## src/logic/pmc_pkg.sv

```systemverilog
// constants shared by the power-mode controller and its bench
// assumes one 40 MHz clock and an APB master with 32-bit data
//
// Overview of operation
// RULE1: halt stops main, pll, core, peripheral, slow clocks
// RULE2: halt powers oscillator and plls off; slow optional
// RULE3: link sleep gates clocks in power save/idle
// RULE4: main gate enable covers oscillator and all plls
// RULE5: entering active clears all gate enables
// RULE6: disable bits force clocks off, beat gating
// RULE7: wake-up clears main and pll disable bits
// RULE8: halt off, active on, active restarts enabled plls
// RULE9: immediate switch only active to power save; code also goes power save to idle or halt at once when defer is off
// RULE10: deferred switch waits for wait instruction
// RULE11: software defers for idle or halt entry
// RULE12: wake from wake unit, nmi, optional ack
// RULE13: wake latched until interrupt ack or reset
// RULE14: wake returns active, cpu still waits
// RULE15: power-save bit read value follows defer mode
// RULE16: idle only from power save, with wait; code enters idle without wait when defer is off
// RULE17: main disable acts only inside power save/idle
// RULE18: software waits slow clock stable first
// RULE19: software keeps slow clock off main clock
// RULE20: halt only from active or power save
// RULE21: clearing power-save request returns to active
// RULE22: software re-enables oscillator before leaving
// RULE23: wake waits for needed clocks stable
// RULE24: switch held until needed clock stable
package pmc_pkg;

	// ------------------------------------------------------------
	// register map, byte addresses
	// ------------------------------------------------------------
	localparam logic [7:0] PMC_OFF_STCTL = 8'h00; // state control
	localparam logic [7:0] PMC_OFF_PLL1 = 8'h04; // pll run enables
	localparam logic [7:0] PMC_OFF_PLL2 = 8'h08; // pll gating
	localparam logic [7:0] PMC_OFF_STAT = 8'h0c; // status, read only

	// ------------------------------------------------------------
	// field positions
	// ------------------------------------------------------------
	localparam int PMC_B_PSM = 0; // power_save_request
	localparam int PMC_B_IDLE = 1; // idle request
	localparam int PMC_B_HALT = 2; // halt request
	localparam int PMC_B_DEFER = 3; // defer_to_wait
	localparam int PMC_B_DMC = 4; // main_clock_disable
	localparam int PMC_B_HW_MAIN_CLOCK_GATE_EN = 5; // hw_main_clock_gate_en
	localparam int PMC_B_WAKE_ON_INT_ACK = 6; // wake_on_int_ack
	localparam int PMC_B_DSC = 7; // slow_osc_disable
	localparam int PMC_B_PLLDIS = 0; // pll_disable, two bits
	localparam int PMC_B_PLLHCC = 2; // hw_pll_gate_en, two bits
	localparam int PMC_B_PLLSTB = 4; // pll stable, two bits
	localparam int PMC_B_MSTB = 0; // main_clock_stable
	localparam int PMC_B_SSTB = 1; // slow_clock_stable
	localparam int PMC_B_MODE = 2; // mode, two bits
	localparam int PMC_B_WAKE = 4; // wake latched
	localparam int PMC_B_WAKING = 5; // waiting for clocks

	// ------------------------------------------------------------
	// reset values
	// ------------------------------------------------------------
	localparam logic [7:0] PMC_RST_STCTL = 8'h00;
	localparam logic [1:0] PMC_RST_RUN = 2'h0;
	localparam logic [1:0] PMC_RST_PLL = 2'h0;

	// ------------------------------------------------------------
	// modes and states
	// ------------------------------------------------------------
	localparam logic [1:0] PMC_MODE_ACT = 2'h0;
	localparam logic [1:0] PMC_MODE_PS = 2'h1;
	localparam logic [1:0] PMC_MODE_IDLE = 2'h2;
	localparam logic [1:0] PMC_MODE_HALT = 2'h3;

	typedef enum logic [2:0] {
		PMC_ST_ACTIVE = 3'b000,
		PMC_ST_PSAVE = 3'b001,
		PMC_ST_IDLE = 3'b010,
		PMC_ST_HALT = 3'b011,
		PMC_ST_WAKE = 3'b100
	} pmc_state_e;

endpackage

```

## src/logic/pmc_power_ctrl.sv

```systemverilog
// power-mode state machine with its apb register file
// assumes synchronous inputs and one clock; slow clock domain
//
// The implementer's own choices: the APB interface to the registers and the address map.
`timescale 1ns/1ps
module pmc_power_ctrl
	import pmc_pkg::*;
(
	input wire logic clk_i,
	input wire logic resetn_i,
	input wire logic ce_i,
	input wire logic psel_i,
	input wire logic penable_i,
	input wire logic pwrite_i,
	input wire logic [7:0] paddr_i,
	input wire logic [31:0] pwdata_i,
	input wire logic [3:0] pstrb_i,
	output logic [31:0] prdata_o,
	output logic pready_o,
	output logic pslverr_o,
	input wire logic wait_i,
	input wire logic int_ack_i,
	input wire logic nmi_i,
	input wire logic multi_input_wakeup_wake_i,
	input wire logic llc_sleep_i,
	input wire logic main_clk_stable_i,
	input wire logic slow_clk_stable_i,
	input wire logic [1:0] pll_stable_i,
	input wire logic slow_from_main_i,
	output logic main_osc_en_o,
	output logic [1:0] pll_en_o,
	output logic hclk_en_o,
	output logic pclk_en_o,
	output logic slow_clk_en_o,
	output logic slow_osc_en_o,
	output logic [1:0] mode_o,
	output logic wake_latched_o
);

	// ------------------------------------------------------------
	// helpers
	// ------------------------------------------------------------
	// true in the two modes where gating and disables apply
	function automatic logic low_pw(input pmc_state_e s);
		low_pw = (s == PMC_ST_PSAVE) || (s == PMC_ST_IDLE);
	endfunction

	// every pll that is told to run reports stable
	function automatic logic plls_ok(input logic [1:0] run,
		input logic [1:0] stb);
		plls_ok = &(~run | stb);
	endfunction

	// ------------------------------------------------------------
	// reset and declarations
	// ------------------------------------------------------------
	logic rstn; // synchronised reset
	pmc_state_e state_r; // current mode
	pmc_state_e state_nxt;
	logic psm_r; // power-save request as written
	logic idle_r; // idle request
	logic halt_r; // halt request
	logic defer_r; // defer_to_wait
	logic dmc_r; // main_clock_disable
	logic hw_main_clock_gate_en_r; // hw_main_clock_gate_en
	logic wake_on_int_ack_r; // wake_on_int_ack
	logic dsc_r; // slow_osc_disable
	logic [1:0] run_en_r; // pll_run_enable
	logic [1:0] pll_dis_r; // pll_disable
	logic [1:0] hcc_pll_r; // hw_pll_gate_en
	logic wake_r; // latched wake-up
	logic wake_evt; // wake source this cycle
	logic to_active; // entering active this cycle
	logic acc; // access phase, answer edge
	logic wr_st; // write to state control
	logic wr_p1; // write to pll run enables
	logic wr_p2; // write to pll gating
	logic psm_rd; // power-save bit as read
	logic mapped; // address hits a register
	logic [31:0] rd_nxt;
	logic main_nxt;
	logic [1:0] pll_nxt;
	logic clk_ok; // clocks needed by active are stable

	pmc_rst_sync u_rst (
		.clk_i(clk_i),
		.ce_i(ce_i),
		.resetn_i(resetn_i),
		.rstn_o(rstn)
	);

	// ------------------------------------------------------------
	// apb decode
	// ------------------------------------------------------------
	// writes take effect on the edge where pready is seen high
	assign acc = psel_i && penable_i && pready_o && ce_i;
	assign wr_st = acc && pwrite_i && pstrb_i[0] &&
		(paddr_i == PMC_OFF_STCTL);
	assign wr_p1 = acc && pwrite_i && pstrb_i[0] &&
		(paddr_i == PMC_OFF_PLL1);
	assign wr_p2 = acc && pwrite_i && pstrb_i[0] &&
		(paddr_i == PMC_OFF_PLL2);
	assign mapped = (paddr_i == PMC_OFF_STCTL) ||
		(paddr_i == PMC_OFF_PLL1) || (paddr_i == PMC_OFF_PLL2) ||
		(paddr_i == PMC_OFF_STAT);

	// one wait state: pready rises one edge into the access phase
	always_ff @(posedge clk_i or negedge rstn) begin
		if (!rstn) begin
			pready_o <= 1'b0;
		end else if (ce_i) begin
			pready_o <= psel_i && penable_i && !pready_o;
		end
	end

	// error flag for unmapped addresses and status writes
	always_ff @(posedge clk_i or negedge rstn) begin
		if (!rstn) begin
			pslverr_o <= 1'b0;
		end else if (ce_i) begin
			pslverr_o <= psel_i && penable_i && !pready_o &&
				(!mapped || (pwrite_i && paddr_i == PMC_OFF_STAT));
		end
	end

	// ------------------------------------------------------------
	// wake-up detection
	// ------------------------------------------------------------
	// wake unit, nmi, or an ack when enabled
	assign wake_evt = multi_input_wakeup_wake_i || nmi_i || (wake_on_int_ack_r && int_ack_i); // RULE12

	// latched until an interrupt ack; a new event wins over the ack
	always_ff @(posedge clk_i or negedge rstn) begin
		if (!rstn) begin
			wake_r <= 1'b0;
		end else if (ce_i) begin
			if (wake_evt) begin
				wake_r <= 1'b1; // RULE13
			end else if (int_ack_i) begin
				wake_r <= 1'b0; // RULE13
			end
		end
	end

	// ------------------------------------------------------------
	// mode state machine
	// ------------------------------------------------------------
	// active needs main, slow and every enabled pll stable
	assign clk_ok = main_clk_stable_i && slow_clk_stable_i &&
		plls_ok(run_en_r, pll_stable_i); // RULE23 RULE24
	assign to_active = (state_nxt == PMC_ST_ACTIVE) &&
		(state_r != PMC_ST_ACTIVE);

	// next mode from requests, wait and wake-up
	always_comb begin
		state_nxt = state_r;
		unique case (state_r)
			PMC_ST_ACTIVE: begin
				if (defer_r) begin
					// deferred: only at a wait instruction
					if (wait_i && slow_clk_stable_i) begin // RULE10
						if (halt_r) begin
							state_nxt = PMC_ST_HALT; // RULE20
						end else if (psm_r) begin
							// idle from here is not allowed
							state_nxt = PMC_ST_PSAVE; // RULE16
						end
					end
				end else if (psm_r && slow_clk_stable_i) begin
					// immediate path: power save only
					state_nxt = PMC_ST_PSAVE; // RULE9 RULE24
				end
			end
			PMC_ST_PSAVE: begin
				if (wake_r) begin
					state_nxt = PMC_ST_WAKE; // RULE14
				end else if (halt_r && (!defer_r || wait_i)) begin
					state_nxt = PMC_ST_HALT; // RULE20
				end else if (idle_r && (!defer_r || wait_i)) begin
					state_nxt = PMC_ST_IDLE; // RULE16
				end else if (!psm_r && clk_ok) begin
					state_nxt = PMC_ST_ACTIVE; // RULE21
				end
			end
			PMC_ST_IDLE, PMC_ST_HALT: begin
				if (wake_r) begin
					state_nxt = PMC_ST_WAKE; // RULE14
				end
			end
			PMC_ST_WAKE: begin
				// stay until every needed clock is stable
				if (clk_ok) begin
					state_nxt = PMC_ST_ACTIVE; // RULE23
				end
			end
			default: begin
				state_nxt = PMC_ST_ACTIVE;
			end
		endcase
	end

	// mode register
	always_ff @(posedge clk_i or negedge rstn) begin
		if (!rstn) begin
			state_r <= PMC_ST_ACTIVE;
		end else if (ce_i) begin
			state_r <= state_nxt;
		end
	end

	// ------------------------------------------------------------
	// state control register
	// ------------------------------------------------------------
	// mode requests: software writes, hardware clears on wake
	always_ff @(posedge clk_i or negedge rstn) begin
		if (!rstn) begin
			psm_r <= PMC_RST_STCTL[PMC_B_PSM];
			idle_r <= PMC_RST_STCTL[PMC_B_IDLE];
			halt_r <= PMC_RST_STCTL[PMC_B_HALT];
		end else if (ce_i) begin
			if (state_r == PMC_ST_WAKE) begin
				// requests drop once the wake-up is under way
				psm_r <= 1'b0;
				idle_r <= 1'b0;
				halt_r <= 1'b0;
			end
			if (wr_st) begin
				psm_r <= pwdata_i[PMC_B_PSM];
				idle_r <= pwdata_i[PMC_B_IDLE];
				halt_r <= pwdata_i[PMC_B_HALT];
			end
		end
	end

	// plain configuration bits
	always_ff @(posedge clk_i or negedge rstn) begin
		if (!rstn) begin
			defer_r <= PMC_RST_STCTL[PMC_B_DEFER];
			wake_on_int_ack_r <= PMC_RST_STCTL[PMC_B_WAKE_ON_INT_ACK];
		end else if (ce_i && wr_st) begin
			defer_r <= pwdata_i[PMC_B_DEFER];
			wake_on_int_ack_r <= pwdata_i[PMC_B_WAKE_ON_INT_ACK];
		end
	end

	// oscillator disables, cleared by a wake-up event
	always_ff @(posedge clk_i or negedge rstn) begin
		if (!rstn) begin
			dmc_r <= PMC_RST_STCTL[PMC_B_DMC];
			dsc_r <= PMC_RST_STCTL[PMC_B_DSC];
		end else if (ce_i) begin
			if (wake_evt) begin
				dmc_r <= 1'b0; // RULE7
				dsc_r <= 1'b0; // RULE23
			end
			if (wr_st) begin
				dmc_r <= pwdata_i[PMC_B_DMC];
				dsc_r <= pwdata_i[PMC_B_DSC];
			end
		end
	end

	// main gating enable, cleared on entry to active
	always_ff @(posedge clk_i or negedge rstn) begin
		if (!rstn) begin
			hw_main_clock_gate_en_r <= PMC_RST_STCTL[PMC_B_HW_MAIN_CLOCK_GATE_EN];
		end else if (ce_i) begin
			if (wr_st) begin
				hw_main_clock_gate_en_r <= pwdata_i[PMC_B_HW_MAIN_CLOCK_GATE_EN];
			end else if (to_active) begin
				hw_main_clock_gate_en_r <= 1'b0; // RULE5
			end
		end
	end

	// ------------------------------------------------------------
	// pll control registers
	// ------------------------------------------------------------
	// run enables, software only
	always_ff @(posedge clk_i or negedge rstn) begin
		if (!rstn) begin
			run_en_r <= PMC_RST_RUN;
		end else if (ce_i && wr_p1) begin
			run_en_r <= pwdata_i[1:0];
		end
	end

	// per-pll disable and gating enables
	always_ff @(posedge clk_i or negedge rstn) begin
		if (!rstn) begin
			pll_dis_r <= PMC_RST_PLL;
			hcc_pll_r <= PMC_RST_PLL;
		end else if (ce_i) begin
			if (wake_evt) begin
				pll_dis_r <= 2'h0; // RULE7
			end
			if (to_active) begin
				hcc_pll_r <= 2'h0; // RULE5
			end
			if (wr_p2) begin
				pll_dis_r <= pwdata_i[PMC_B_PLLDIS +: 2];
				hcc_pll_r <= pwdata_i[PMC_B_PLLHCC +: 2];
			end
		end
	end

	// ------------------------------------------------------------
	// read path
	// ------------------------------------------------------------
	// reads one outside active; in active, deferred reads as written, immediate reads zero
	assign psm_rd = (state_r != PMC_ST_ACTIVE) ||
		(defer_r && psm_r); // RULE15 RULE21

	// read mux, unmapped reads give zero
	always_comb begin
		rd_nxt = 32'h0;
		unique case (paddr_i)
			PMC_OFF_STCTL: begin
				rd_nxt[PMC_B_PSM] = psm_rd;
				rd_nxt[PMC_B_IDLE] = idle_r;
				rd_nxt[PMC_B_HALT] = halt_r;
				rd_nxt[PMC_B_DEFER] = defer_r;
				rd_nxt[PMC_B_DMC] = dmc_r;
				rd_nxt[PMC_B_HW_MAIN_CLOCK_GATE_EN] = hw_main_clock_gate_en_r;
				rd_nxt[PMC_B_WAKE_ON_INT_ACK] = wake_on_int_ack_r;
				rd_nxt[PMC_B_DSC] = dsc_r;
			end
			PMC_OFF_PLL1: begin
				rd_nxt[1:0] = run_en_r;
			end
			PMC_OFF_PLL2: begin
				rd_nxt[PMC_B_PLLDIS +: 2] = pll_dis_r;
				rd_nxt[PMC_B_PLLHCC +: 2] = hcc_pll_r;
				rd_nxt[PMC_B_PLLSTB +: 2] = pll_stable_i;
			end
			PMC_OFF_STAT: begin
				rd_nxt[PMC_B_MSTB] = main_clk_stable_i;
				rd_nxt[PMC_B_SSTB] = slow_clk_stable_i;
				rd_nxt[PMC_B_MODE +: 2] = state_r[1:0];
				rd_nxt[PMC_B_WAKE] = wake_r;
				rd_nxt[PMC_B_WAKING] = (state_r == PMC_ST_WAKE);
			end
			default: begin
				rd_nxt = 32'h0;
			end
		endcase
	end

	// read data captured on the edge that raises pready
	always_ff @(posedge clk_i or negedge rstn) begin
		if (!rstn) begin
			prdata_o <= 32'h0;
		end else if (ce_i && psel_i && penable_i && !pready_o) begin
			prdata_o <= pwrite_i ? 32'h0 : rd_nxt;
		end
	end

	// ------------------------------------------------------------
	// clock control
	// ------------------------------------------------------------
	// oscillator: on in active and wake, off in halt,
	// gated in power save and idle unless slow clock needs it
	// decoded from the next mode so enables change with mode_o
	always_comb begin
		main_nxt = 1'b1; // RULE8
		if (state_nxt == PMC_ST_HALT) begin
			main_nxt = 1'b0; // RULE2 RULE8
		end else if (low_pw(state_nxt) && !slow_from_main_i) begin
			// disable wins; gating only while the link sleeps
			if (dmc_r) begin
				main_nxt = 1'b0; // RULE6 RULE17
			end else if (hw_main_clock_gate_en_r && llc_sleep_i) begin
				main_nxt = 1'b0; // RULE3 RULE4
			end
		end
	end

	// plls follow their run enables and never outlive the oscillator
	always_comb begin
		pll_nxt = run_en_r & {2{main_nxt}}; // RULE4 RULE8
		if (low_pw(state_nxt)) begin
			pll_nxt = pll_nxt & ~pll_dis_r; // RULE6
			if (llc_sleep_i && !hw_main_clock_gate_en_r) begin
				pll_nxt = pll_nxt & ~hcc_pll_r; // RULE3
			end
		end
	end

	// registered clock enables
	always_ff @(posedge clk_i or negedge rstn) begin
		if (!rstn) begin
			main_osc_en_o <= 1'b1;
			pll_en_o <= 2'h0;
		end else if (ce_i) begin
			main_osc_en_o <= main_nxt;
			pll_en_o <= pll_nxt;
		end
	end

	// core, peripheral and slow clock gates per mode
	always_ff @(posedge clk_i or negedge rstn) begin
		if (!rstn) begin
			hclk_en_o <= 1'b1;
			pclk_en_o <= 1'b1;
			slow_clk_en_o <= 1'b1;
			slow_osc_en_o <= 1'b1;
		end else if (ce_i) begin
			// core stays held while waking; the cpu resumes on
			// the interrupt of the wake source
			hclk_en_o <= (state_nxt == PMC_ST_ACTIVE) ||
				(state_nxt == PMC_ST_PSAVE); // RULE1 RULE14
			pclk_en_o <= (state_nxt == PMC_ST_ACTIVE) ||
				(state_nxt == PMC_ST_PSAVE); // RULE1
			slow_clk_en_o <= (state_nxt != PMC_ST_HALT); // RULE1
			slow_osc_en_o <= !((state_nxt == PMC_ST_HALT) &&
				dsc_r); // RULE2
		end
	end

	// ------------------------------------------------------------
	// status outputs
	// ------------------------------------------------------------
	// visible mode and wake latch
	always_ff @(posedge clk_i or negedge rstn) begin
		if (!rstn) begin
			mode_o <= PMC_MODE_ACT;
			wake_latched_o <= 1'b0;
		end else if (ce_i) begin
			unique case (state_nxt)
				PMC_ST_PSAVE: mode_o <= PMC_MODE_PS;
				PMC_ST_IDLE: mode_o <= PMC_MODE_IDLE;
				PMC_ST_HALT: mode_o <= PMC_MODE_HALT;
				default: mode_o <= PMC_MODE_ACT;
			endcase
			wake_latched_o <= wake_r;
		end
	end

endmodule

```

## src/logic/pmc_rst_sync.sv

```systemverilog
// reset release synchroniser for the power-mode controller
// assumes an active-low asynchronous reset from outside
`timescale 1ns/1ps
module pmc_rst_sync (
	input wire logic clk_i,
	input wire logic ce_i,
	input wire logic resetn_i,
	output logic rstn_o
);
	// ------------------------------------------------------------
	// two-stage release
	// ------------------------------------------------------------
	logic meta_r; // first stage, read only by second stage

	// assert at once, release after two enabled edges
	always_ff @(posedge clk_i or negedge resetn_i) begin
		if (!resetn_i) begin
			meta_r <= 1'b0;
			rstn_o <= 1'b0;
		end else if (ce_i) begin
			meta_r <= 1'b1;
			rstn_o <= meta_r;
		end
	end
endmodule

```

## config.mk

```make
export PLATFORM = sky130hd
export DESIGN_NAME = pmc_power_ctrl
export DESIGN_NICKNAME = d
export VERILOG_FILES = /design/src/logic/pmc_pkg.sv /design/src/logic/pmc_power_ctrl.sv /design/src/logic/pmc_rst_sync.sv
export SDC_FILE = /design/constraint.sdc
export NUM_CORES = 1
export LEC_CHECK = 0
export ABC_AREA = 0
export BUFFER_PORTS_ARGS = -buffer_cell sky130_fd_sc_hd__buf_4
export CORE_ASPECT_RATIO = 1.4
export CORE_MARGIN = 3
export CORE_UTILIZATION = 46
export DETAILED_ROUTE_END_ITERATION = 7
export GPL_TIMING_DRIVEN = 0
export MAX_ROUTING_LAYER = met4
export PLACE_DENSITY = 0.9
export RECOVER_POWER = 25
export SLEW_MARGIN = 20
export SYNTH_ARGS = -nofsm -noshare
export SYNTH_HDL_FRONTEND = slang
export SYNTH_SLANG_ARGS = --single-unit
```

## constraint.sdc

```tcl
create_clock -name clk_i -period 1.61 [get_ports clk_i]
set_clock_uncertainty 0.05 [all_clocks]
set_input_delay 0.322 -clock clk_i [delete_from_list [all_inputs] [get_ports clk_i]]
set_output_delay 0.322 -clock clk_i [all_outputs]
set_load 0.05 [all_outputs]
```

## Word level (Yosys, flattened, before mapping)

Cells that the tools add are included.

- Register bits after elaboration: 63
- Input port bits: 60
- Output and inout port bits: 44
- Word-level logic and storage cells: 146

- Eq/ne operators: 11
- Multiplexer cells: 38
- Bitwise operators: 7
- Reduce and logical (&&, ||, !) cells: 65

Operator list:

| operator | number |
|---|---|
| 2-to-1 mux 3 bit | 11 |
| logical AND 1 bit | 30 |
| equality test 8 x 4 -> 1 bit (second input constant) | 2 |
| 2-to-1 mux 1 bit | 15 |
| 2-to-1 mux 2 bit | 7 |
| AND reduction 2 bit | 7 |
| equality test 3 x 2 -> 1 bit (second input constant) | 4 |
| case mux 3 bit (4 select lines) | 1 |
| case mux 4 bit (3 select lines) | 1 |
| nonzero test 2 bit | 6 |
| logical OR 1 bit | 10 |
| equality test 8 x 3 -> 1 bit (second input constant) | 1 |
| zero test 8 bit | 1 |
| 2-to-1 mux 8 bit | 1 |
| case mux 2 bit (4 select lines) | 1 |
| zero test 1 bit | 7 |
| bitwise AND 2 bit | 3 |
| equality test 3 x 1 -> 1 bit (second input constant) | 2 |
| zero test 3 bit | 2 |
| NOT 2 bit | 3 |
| case mux 2 bit (3 select lines) | 1 |
| equality test 3 bit (second input constant) | 1 |
| != test 3 x 2 -> 1 bit (second input constant) | 1 |
| nonzero test 3 bit | 1 |
| other kinds (2) | 2 |

## Longest topological paths before layout

Gate-level depths: netlist (run 1).

- Depth after elaboration: 20
- Gate-level depth with buffers: 7
- Gate-level depth less buffers: 5

## By module

A second synthesis (run 1) with hierarchy kept.

- Cell total of the unflattened synthesis: 227
- Area total of the unflattened synthesis: 2174.6 µm²

By module, submodules not included:

| module | instances | cells each | area each (µm²) | sequential area each (µm²) |
|---|---|---|---|---|
| pmc_power_ctrl | 1 | 223 | 2103.3 | 930.9 |
| pmc_rst_sync | 1 | 4 | 71.3 | 50.0 |

## Worst setup path after synthesis (run 1)

OpenSTA, ideal clock, no wires.

- Path type: register to register
- From: register pready_o
- To: register defer_r
- Library setup time: 125 ps
- Arrival time: 1655 ps
- Required time: 1435 ps
- Setup slack: -220 ps
- Cell stages (with the launch flop): 6
- Buffers on the path: 1
- Period minus slack after synthesis: 1830 ps
- Cell sequence: dfrtp_1 nand3_1 and4bb_2 and2_1 buf_2 mux2_2

- Longest elaborated chain between the ends: 6

Ends and longest elaborated chain:

| item | RTL line | text |
|---|---|---|
| from (decl) | pmc_power_ctrl.sv:19 | `output logic pready_o,` |
| from (signal assigned) | pmc_power_ctrl.sv:112 | `pready_o <= psel_i && penable_i && !pready_o;` |
| logical AND 1 bit (2 in a row) | pmc_power_ctrl.sv:96 | `assign acc = psel_i && penable_i && pready_o && ce_i;` |
| logical AND 1 bit (3 in a row) | pmc_power_ctrl.sv:97 | `assign wr_st = acc && pwrite_i && pstrb_i[0] &&` |
| logical AND 1 bit | pmc_power_ctrl.sv:240 | `end else if (ce_i && wr_st) begin` |
| to (signal assigned) | pmc_power_ctrl.sv:238 | `defer_r <= PMC_RST_STCTL[PMC_B_DEFER];` |
| to (signal assigned) | pmc_power_ctrl.sv:241 | `defer_r <= pwdata_i[PMC_B_DEFER];` |
| to (decl) | pmc_power_ctrl.sv:63 | `logic defer_r;` |

No other way between the ends.
A chain may end at the register's enable or synchronous reset.

## Worst setup path after layout (run 1)

- From: register state_r[0]
- To: register main_osc_en_o

- Longest elaborated chain between the ends: 10
- Elaborated cells on any way between the ends: 25
- Those cells by class: eq/ne (7); mux (14); reduce/logical (4)

Ends and longest elaborated chain:

| item | RTL line | text |
|---|---|---|
| from (decl) | pmc_power_ctrl.sv:58 | `pmc_state_e state_r;` |
| from (signal assigned) | pmc_power_ctrl.sv:207 | `state_r <= state_nxt;` |
| 2-to-1 mux 3 bit (on tied branches) | pmc_power_ctrl.sv:181, pmc_power_ctrl.sv:164 |  |
| 2-to-1 mux 3 bit (on tied branches) | pmc_power_ctrl.sv:179, pmc_power_ctrl.sv:162 |  |
| 2-to-1 mux 3 bit (on tied branches) | pmc_power_ctrl.sv:177, pmc_power_ctrl.sv:161 |  |
| 2-to-1 mux 3 bit (on tied branches) | pmc_power_ctrl.sv:175, pmc_power_ctrl.sv:159 |  |
| case mux 3 bit (4 select lines) (*) | pmc_power_ctrl.sv:157 | `unique case (state_r)` |
| equality test 3 x 1 -> 1 bit or equality test 3 x 2 -> 1 bit (tied branches) | pmc_power_ctrl.sv:45 | `low_pw = (s == PMC_ST_PSAVE) \|\| (s == PMC_ST_IDLE);` |
| logical OR 1 bit | pmc_power_ctrl.sv:45 |  |
| logical AND 1 bit | pmc_power_ctrl.sv:368 | `end else if (low_pw(state_nxt) && !slow_from_main_i) begin` |
| 2-to-1 mux 1 bit | pmc_power_ctrl.sv:368 |  |
| 2-to-1 mux 1 bit (*) | pmc_power_ctrl.sv:366 | `if (state_nxt == PMC_ST_HALT) begin` |
| to (signal assigned) | pmc_power_ctrl.sv:395 | `main_osc_en_o <= main_nxt;` |
| to (decl) | pmc_power_ctrl.sv:30 | `output logic main_osc_en_o,` |

Every way passes the cells marked *; elsewhere a longest branch is shown, timed or not.

==> impl_metrics.yaml, run 1 <==
outcome:
  outcome: "finished, violations left"
  violations: "negative setup slack"
power:
  p_per_area_mw_per_mm2: 780.9
  power.total_mw: 2.404
  ir_drop_mv: 0.5377
  p_leak_nw: 1.456
sta:
  finalCriticalPeriod_ns: 1.830
  setup_viol: 13
  fmax_mhz: 546.6
  finalHoldViolCount: 0
  rsz0062_at_grt: "yes"
  worst_pin_slew_ns: 0.5225
  fin_tns_setup_ns: -1.617
  hold_ws_ns: 0.1587
  finalCritPeriodShare_pct: 113.6
  drv_slew: 0
  fin_ws_ns: -0.2196
  slew_headroom_pct: 65.17
logic_synthesis:
  synth_xor_xnor_area_share_pct: 0
  yosysMostFrequentCell: "nand2_1"
  synth_area_leader_cell: "dfrtp_1"
  yosys.area.top_type_share_pct: 40.02
  ys_top_cells_by_count: "nand2_1 (37), dfrtp_1 (35), buf_4 (25)"
  synthSimpleGateAreaFrac_pct: 20.81
  synth-seq-area-share_pct: 44.83
  ys_types: 45
  synth_top_family_by_area: "simple AND/OR/NAND/NOR gates"
  synth_seq_cells: 39
  synth_enable_flop_cells: 0
  syn_inst: 239
  synth_compound_area_share_pct: 16.12
  synthMuxAreaShare_pct: 5.946
  yosysWarnings: 0
  avgSynthCellArea_um2: 9.156
  synthArstFlopShare_pct: 100.0
  syn_area_mm2: 0.002188
  synth_area_leaders: "dfrtp_1 (40%), buf_4 (8.6%), nand2_1 (6.3%)"
  synthAdderAreaFrac_pct: 0
  ys.flop_type: "dfrtp_1"
clocking:
  cts_sinks: 39
  clock_path_buffers: 2
  cts_root_buffer: "clkbuf_8"
  clk_pin_slew_ns: 0.07
  cts_inserted_buffers: 5
  htreeDepth: 2
  worstSkewPairLatency_ns: 0.29
  cts_tree: "yes"
finish:
  instances_no_fill: 392
  stdcell_area_mm2: 0.003078
  fin_util_pct: 67.32
  syn2layout_area_growth_pct: 40.65
  fillers: 394
  multiInputGateArea_mm2: 0.001164
  seq_area_um2: 988.4
  drive_above_1_share_pct: 42.42
  diodes: 0
  nets: 389
critical_path:
  slowest_stage: "or4b_4"
  cp_max_fo: 6
  worstPathArrival_ns: 1.99
  path_cells: "or4b_4 > nor2_4 > or3_4 > nand2_2 > a221o_1"
  cp-end-kind: "flop"
  slowest_delay_ns: 0.57
  crit_family: "simple AND/OR/NAND/NOR gates"
  critical_path_class: "flop to flop"
  cp-start-kind: "flop"
  path_buf_inv: 0
  worst_ep_required_time_ns: 1.77
placed_design:
  dp_slack_ns: -0.4198
  place.gp.congestion: 0.8852
  dpl.hpwl_mm: 4.563
  port-buffer-count: 50
  dp.cells: 375
  placed_area_mm2: 0.002808
global_routing:
  grt_util_all_layers_pct: 22.09
  grt_pass1_wl_mm: 9.294
  grt_pass1_vias: 1972
  antenna_found_initial: 0
  grt_max_degree: 22
  overflow: 0
die:
  io_pins: 104
  die-height_um: 87.61
  fp.dieArea_mm2: 0.005632
  rows: 29
  core_area_mm2: 0.004572
  start_util_pct: 47.87
  dieWidth_um: 64.29
flow_run:
  maxCapViolCount: 0
routing:
  vias_per_cell: 5.138
  dr.pass1.iters: 4
  drtIter0Drc: 62
  routed-via-count: 2014
  wl_mm: 5.857
  drc: 0
  ant_nets: 0
  wl_per_cell_um: 14.94
worst_hold_path:
  min_path_type: "flop to async pin"
-- layer usage --
layer | GRT usage (%) | share of wire (%) | up-vias | routed length [µm]
met5 | - | 0 | - | 0
li1 | - | - | 964 | -
met1 | 24.73 | 38 | 957 | 2236
met2 | 38.63 | 52 | 79 | 3058
met4 | 9.808 | 2.9 | 0 | 169
met3 | 3.594 | 6.7 | 14 | 393
-- flip-flops by register name, indices dropped and copies added, names as in the netlist, 2 cells and up --
signal,count
mode_o,2
hcc_pll_r,2
run_en_r,2
prdata_o,8
pll_dis_r,2
pll_en_o,2
state_r,3
-- final cells by class --
cell class / instances / share of cell area [%]
tap: 62 / 2.520
clock buffer: 8 / 3.252
timing repair buffer: 62 / 15.85
inverter: 7 / 0.8537
buffer: 34 / 7.602
sequential: 39 / 32.11
multi-input combinational: 180 / 37.81
-- final timing paths --
check	from	endpoint	slack [ns]	cells past startpoint
setup / recovery	state_r[0]	main_osc_en_o	-0.22	5
hold / removal	u_rst.rstn_o	mode_o[1]	0.16	0
setup reg to reg	state_r[0]	main_osc_en_o	-0.22	5
hold reg to reg	u_rst.rstn_o	mode_o[1]	0.16	0
max in group asynchronous	u_rst.rstn_o	slow_osc_en_o	0.83	1
min in group clk_i	pwdata_i[7]	dsc_r	0.17	3
-- power breakdown --
group / switching, mW / total (mW) / internal, mW / leakage [nW]
clock: 0.321 / 0.712 / 0.391 / 0.0515
sequential: 0.0273 / 1.05 / 1.02 / 0.498
combinational: 0.398 / 0.645 / 0.247 / 0.907
total: 0.747 / 2.40 / 1.66 / 1.46
-- kinds of logic (layout without fill, tap and decap cells) --
logic type	count (synthesis)	after routing
other	1	24
AND/OR/NAND/NOR	92	92
buffers and inverters	43	111
multiplexers	11	11
flip-flops	39	39
AO/OA/AOI/OAI	53	53
-- timing repair --
action,4_1_cts,5_1_grt
setup endpoints to repair,13,28
gates resized for setup,17,17
endpoints found under the hold margin,2,0
buffers inserted,5,5
hold buffers,1,0
pin swaps,7,10
-- cells in the final DEF, fill, tap and decap left out, types with 3 or more instances in the layout --
| cell | Yosys | layout |
|---|---|---|
| a21oi_1 | 9 | 7 |
| a31oi_1 | 7 | 7 |
| buf_4 | 25 | 83 |
| clkbuf_1 | 8 | 6 |
| clkbuf_2 | 0 | 3 |
| clkbuf_8 | 0 | 7 |
| conb_1 | 1 | 24 |
| dfrtp_1 | 35 | 29 |
| dfrtp_2 | 0 | 6 |
| dfstp_2 | 4 | 4 |
| inv_1 | 7 | 7 |
| mux2_2 | 6 | 5 |
| mux2i_1 | 4 | 4 |
| nand2_1 | 37 | 37 |
| nand2b_1 | 5 | 5 |
| nand3_1 | 11 | 11 |
| nor2_1 | 15 | 12 |
| nor2b_1 | 4 | 3 |
| nor4_4 | 0 | 3 |
| o21ai_0 | 15 | 10 |
| o21ai_1 | 0 | 5 |
| o31ai_1 | 5 | 5 |
Note: power is estimated with default switching activity, not from simulation.
==> inputs of run 2 (changes only) <==
--- a/config.mk
+++ b/config.mk
@@ -12,8 +12,7 @@
 export CORE_UTILIZATION = 46
 export DETAILED_ROUTE_END_ITERATION = 7
 export GPL_TIMING_DRIVEN = 0
-export MAX_ROUTING_LAYER = met4
-export PLACE_DENSITY = 0.9
+export PLACE_DENSITY = 0.79
 export RECOVER_POWER = 25
 export SLEW_MARGIN = 20
 export SYNTH_ARGS = -nofsm -noshare
==> impl_metrics.yaml, run 2 (synthesis results as in run 1) <==
outcome:
  outcome: "finished, violations left"
  violations: "negative setup slack"
sta:
  slew_headroom_pct: 50.51
  fin_ws_ns: -0.2353
  fin_tns_setup_ns: -1.152
  rsz0062_at_grt: "yes"
  drv_slew: 0
  fmax_mhz: 541.9
  finalHoldViolCount: 0
  setup_viol: 10
  finalCritPeriodShare_pct: 114.6
  finalCriticalPeriod_ns: 1.845
  hold_ws_ns: 0.1647
  worst_pin_slew_ns: 0.7424
placed_design:
  placed_area_mm2: 0.002808
  dp_slack_ns: -0.3825
  place.gp.congestion: 0.9155
  dpl.hpwl_mm: 4.374
  dp.cells: 375
  port-buffer-count: 50
die:
  rows: 29
  start_util_pct: 47.87
  dieWidth_um: 64.29
  core_area_mm2: 0.004572
  io_pins: 104
  die-height_um: 87.61
  fp.dieArea_mm2: 0.005632
routing:
  wl_mm: 5.790
  wl_per_cell_um: 14.58
  dr.pass1.iters: 4
  vias_per_cell: 5.164
  drtIter0Drc: 69
  drc: 0
  routed-via-count: 2050
  ant_nets: 0
global_routing:
  grt_pass1_wl_mm: 9.004
  overflow: 0
  antenna_found_initial: 0
  grt_util_all_layers_pct: 20.61
  grt_pass1_vias: 1948
  grt_max_degree: 21
flow_run:
  maxCapViolCount: 0
clocking:
  clk_pin_slew_ns: 0.07
  clock_path_buffers: 2
  cts_inserted_buffers: 5
  cts_root_buffer: "clkbuf_8"
  cts_sinks: 39
  cts_tree: "yes"
  htreeDepth: 2
  worstSkewPairLatency_ns: 0.30
finish:
  nets: 394
  stdcell_area_mm2: 0.003078
  diodes: 0
  largest_reg_flops: 8
  max_flop_register: "prdata_o"
  fillers: 377
  drive_above_1_share_pct: 42.99
  syn2layout_area_growth_pct: 40.65
  instances_no_fill: 397
  fin_util_pct: 67.32
  reg_top3: "prdata_o (8), state_r (3)"
  layout_common_cells: "buf_4 (88), nand2_1 (37), dfrtp_1 (30)"
  final_common_cell: "buf_4"
critical_path:
  crit_family: "simple AND/OR/NAND/NOR gates"
  critical_path_class: "flop to flop"
  r2r-end: "main_osc_en_o"
  slowest_delay_ns: 0.59
  cp-start-kind: "flop"
  path_buf_inv: 0
  worstPathArrival_ns: 2.02
  worst_ep_required_time_ns: 1.78
  cp-end-kind: "flop"
  ff2ff_path_depth: 5
  crit_end: "main_osc_en_o"
  r2r_setup_slack_ns: -0.24
  crit_path_start: "state_r[1]"
  cp_max_fo: 4
  path_cells: "or4b_4 > nor2_4 > or3_4 > nand2_2 > a221o_1"
  slowest_stage: "or4b_4"
  r2r-start: "state_r[1]"
  path_depth: 5
power:
  p_per_area_mw_per_mm2: 752.5
  power.total_mw: 2.316
  p_leak_nw: 1.467
  ir_drop_mv: 0.6044
worst_hold_path:
  min_path_type: "input port to flop"
  worstHoldPathCells: 3
[run 2: cell types whose count changed in the layout (fill, tap and decap cells not counted), sizes merged]
cell | previous run | this run
clkinv | 0 | 1
buf | 87 | 91
[run 2: how the worst min path moves through the flow]
stage                start            to
2_1_floorplan     resetn_i  u_rst.meta_r
3_3_place_gp      resetn_i  u_rst.rstn_o
3_5_place_dp      resetn_i  u_rst.meta_r
4_1_cts        pwdata_i[7]         dsc_r
5_1_grt        pwdata_i[4]         dmc_r
6_report       pwdata_i[7]         dsc_r
[run 2: layout make-up]
cell class	count	area (µm²)	area share, %
Timing Repair Buffer	68	523.0	16.99
Clock inverter	1	5.005	0.1626
Buffer	33	220.2	7.154
Multi-Input combinational cell	180	1162	37.76
Sequential cell	39	987.2	32.07
Inverter	7	26.28	0.8537
Clock buffer	7	76.32	2.480
Tap cell	62	77.57	2.520
[run 2: report_power, final]
group	internal, mW	total (mW)	leakage (nW)	switching, mW
Clock	0.304	0.638	0.0422	0.334
Sequential	1.02	1.05	0.498	0.0277
Combinational	0.241	0.631	0.926	0.390
Total	1.56	2.32	1.47	0.752
[run 2: layer usage]
| layer | wire length (µm) | GRT usage [%] | up-vias | share of wire (%) |
|---|---|---|---|---|
| met1 | 2143 | 22.61 | 969 | 37 |
| li1 | - | - | 977 | - |
| met3 | 417 | 4.750 | 11 | 7.2 |
| met5 | 0 | 0 | - | 0 |
| met2 | 3103 | 38.44 | 93 | 54 |
| met4 | 125 | 7.692 | 0 | 2.2 |
[run 2: worst min-delay path, cell delays in order]
cell     delay [ns]
buf_4          0.07
nand2_1        0.03
nand2_1        0.05
[run 2: timing repair]
action                                 4_1_cts  5_1_grt
setup endpoints to repair                   12       18
pin swaps                                   11        8
hold buffers                                 1        0
buffers inserted                             9        7
endpoints found under the hold margin        2        0
gates resized for setup                     15       19
==> inputs of run 3 (changes only) <==
--- a/config.mk
+++ b/config.mk
@@ -9,12 +9,12 @@
 export BUFFER_PORTS_ARGS = -buffer_cell sky130_fd_sc_hd__buf_4
 export CORE_ASPECT_RATIO = 1.4
 export CORE_MARGIN = 3
-export CORE_UTILIZATION = 46
+export CORE_UTILIZATION = 50
 export DETAILED_ROUTE_END_ITERATION = 7
 export GPL_TIMING_DRIVEN = 0
-export PLACE_DENSITY = 0.79
+export PLACE_DENSITY = 0.85
 export RECOVER_POWER = 25
-export SLEW_MARGIN = 20
+export SLEW_MARGIN = 40
 export SYNTH_ARGS = -nofsm -noshare
 export SYNTH_HDL_FRONTEND = slang
 export SYNTH_SLANG_ARGS = --single-unit
==> constraint.sdc (replaced) <==
create_clock -name clk_i -period 2.4 [get_ports clk_i]
set_clock_uncertainty 0.05 [all_clocks]
set_input_delay 0.48 -clock clk_i [delete_from_list [all_inputs] [get_ports clk_i]]
set_output_delay 0.48 -clock clk_i [all_outputs]
set_load 0.05 [all_outputs]
==> impl_metrics.yaml, run 3 (synthesis results as in run 1) <==
finish:
  layout_common_cells: "buf_4 (74), nand2_1 (37), dfrtp_1 (35)"
  final_common_cell: "buf_4"
  reg_top3: "prdata_o (8), state_r (3)"
  largest_reg_flops: 8
  nets: 381
  max_flop_register: "prdata_o"
  syn2layout_area_growth_pct: 29.16
  drive_above_1_share_pct: 32.30
  diodes: 0
  fillers: 343
clocking:
  htreeDepth: 2
  postCtsSetupRepairBufs: 0
  cts_tree: "yes"
  clock_path_buffers: 2
  worstSkewPairLatency_ns: 0.29
  clk_pin_slew_ns: 0.08
  cts_inserted_buffers: 5
  cts_sinks: 39
  cts_root_buffer: "clkbuf_8"
critical_path:
  cp-start-kind: "flop"
  r2r_setup_slack_ns: 0.16
  critical_path_class: "flop to flop"
  cp-end-kind: "flop"
  worst_ep_required_time_ns: 2.48
  cp_max_fo: 6
  worstPathArrival_ns: 2.32
sta:
  rsz0062_at_grt: "no"
  slew_headroom_pct: 28.24
  fmax_mhz: 446.1
  setup_viol: 0
  finalCriticalPeriod_ns: 2.242
  finalHoldViolCount: 0
  drv_slew: 0
  worst_pin_slew_ns: 1.076
  fin_tns_setup_ns: 0
  finalCritPeriodShare_pct: 93.40
die:
  dieWidth_um: 61.91
  io_pins: 104
  die-height_um: 84.28
  rows: 27
  fp.dieArea_mm2: 0.005217
  start_util_pct: 53.54
  core_area_mm2: 0.004088
placed_design:
  place.gp.congestion: 0.9141
  port-buffer-count: 50
  dpl.hpwl_mm: 4.338
routing:
  drc: 0
  vias_per_cell: 5.055
  routed-via-count: 1921
  dr.pass1.iters: 4
  drtIter0Drc: 61
  wl_per_cell_um: 14.08
  wl_mm: 5.351
  ant_nets: 0
flow_run:
  maxCapViolCount: 0
power:
  p_leak_nw: 1.375
  ir_drop_mv: 0.4168
  power.total_mw: 1.537
  p_per_area_mw_per_mm2: 543.7
global_routing:
  grt_util_met2_pct: 37.18
  grt_max_degree: 21
  grt_pass1_wl_mm: 8.562
  grt_util_all_layers_pct: 21.59
  grt_pass1_vias: 1775
  busiest_layer: "met2"
  use_met3_pct: 2.769
  antenna_found_initial: 0
  met1_usage_pct: 27.60
  overflow: 0
outcome:
  outcome: "finished, final reports clean"
worst_hold_path:
  min_path_type: "flop to async pin"
-- run 3: changes by cell type in the layout (fill, tap and decap cells not counted), moves of 3 or more --
cell     change
buf_4       -14
nor4_1       +3
dfrtp_1      +5
nor2_2       -3
dfrtp_2      -5
o21ai_0      +7
o21ai_1      -6
nor2_1       +5
-- run 3: where the power goes --
| group | switching, mW | internal [mW] | leakage (nW) |
|---|---|---|---|
| Clock | 0.227 | 0.232 | 0.0482 |
| Sequential | 0.0205 | 0.682 | 0.503 |
| Combinational | 0.240 | 0.135 | 0.824 |
| Total | 0.488 | 1.05 | 1.38 |
-- run 3: worst paths after layout --
check | cells after the start | endpoint | startpoint
setup / recovery | 5 | hcc_pll_r[0] | state_r[0]
hold / removal | 0 | halt_r | u_rst.rstn_o
setup reg to reg | 5 | hcc_pll_r[0] | state_r[0]
hold reg to reg | 0 | halt_r | u_rst.rstn_o
max in group asynchronous | 1 | pll_en_o[0] | u_rst.rstn_o
min in group clk_i | 3 | dmc_r | pwdata_i[4]
-- run 3: area by class of cell --
class / count / area (µm²) / area share [%]
Buffer: 36 / 239.0 / 8.455
Clock buffer: 7 / 86.33 / 3.054
Tap cell: 58 / 72.57 / 2.568
Timing Repair Buffer: 52 / 385.4 / 13.63
Sequential cell: 39 / 980.9 / 34.71
Clock inverter: 1 / 5.005 / 0.1771
Inverter: 7 / 26.28 / 0.9296
Multi-Input combinational cell: 180 / 1031 / 36.48
-- run 3: per-layer routing --
| metal | vias to the layer above | part of all wire, % |
|---|---|---|
| li1 | 948 | - |
| met1 | 892 | 39 |
| met2 | 72 | 54 |
| met3 | 9 | 5.6 |
| met4 | 0 | 1.5 |
| met5 | - | 0 |
-- run 3: worst max-delay path, cell delays in order, from the launching register on --
cell and delay (ns):
dfrtp_1 0.46, or3b_4 0.30, o31ai_4 0.08, or3_4 0.40, nor4_1 0.56, o21ai_0 0.23
-- run 3: what timing repair did --
| item | CTS | global route |
|---|---|---|
| hold buffers | 1 | 0 |
| endpoints found under the hold margin | 2 | 0 |
| gates resized for setup | 0 | 0 |
-- run 3: stage by stage --
stage | setup WS (ns) | instances | util (%) | area, µm² | hold WS [ns]
6_report | 0.1583 | 380 | 69.15 | 2826 | 0.2561
5_1_grt | 0.03113 | 380 | 69.15 | 2826 | 0.3234
4_1_cts | 0.1531 | 380 | 69.79 | 2853 | 0.1818
3_5_place_dp | 0.03018 | 371 | 67.31 | 2751 | 0.1775
3_3_place_gp | 0.1007 | 370 | 66.61 | 2723 | 0.2123
2_1_floorplan | 0.4922 | 262 | - | 2275 | 0.1344
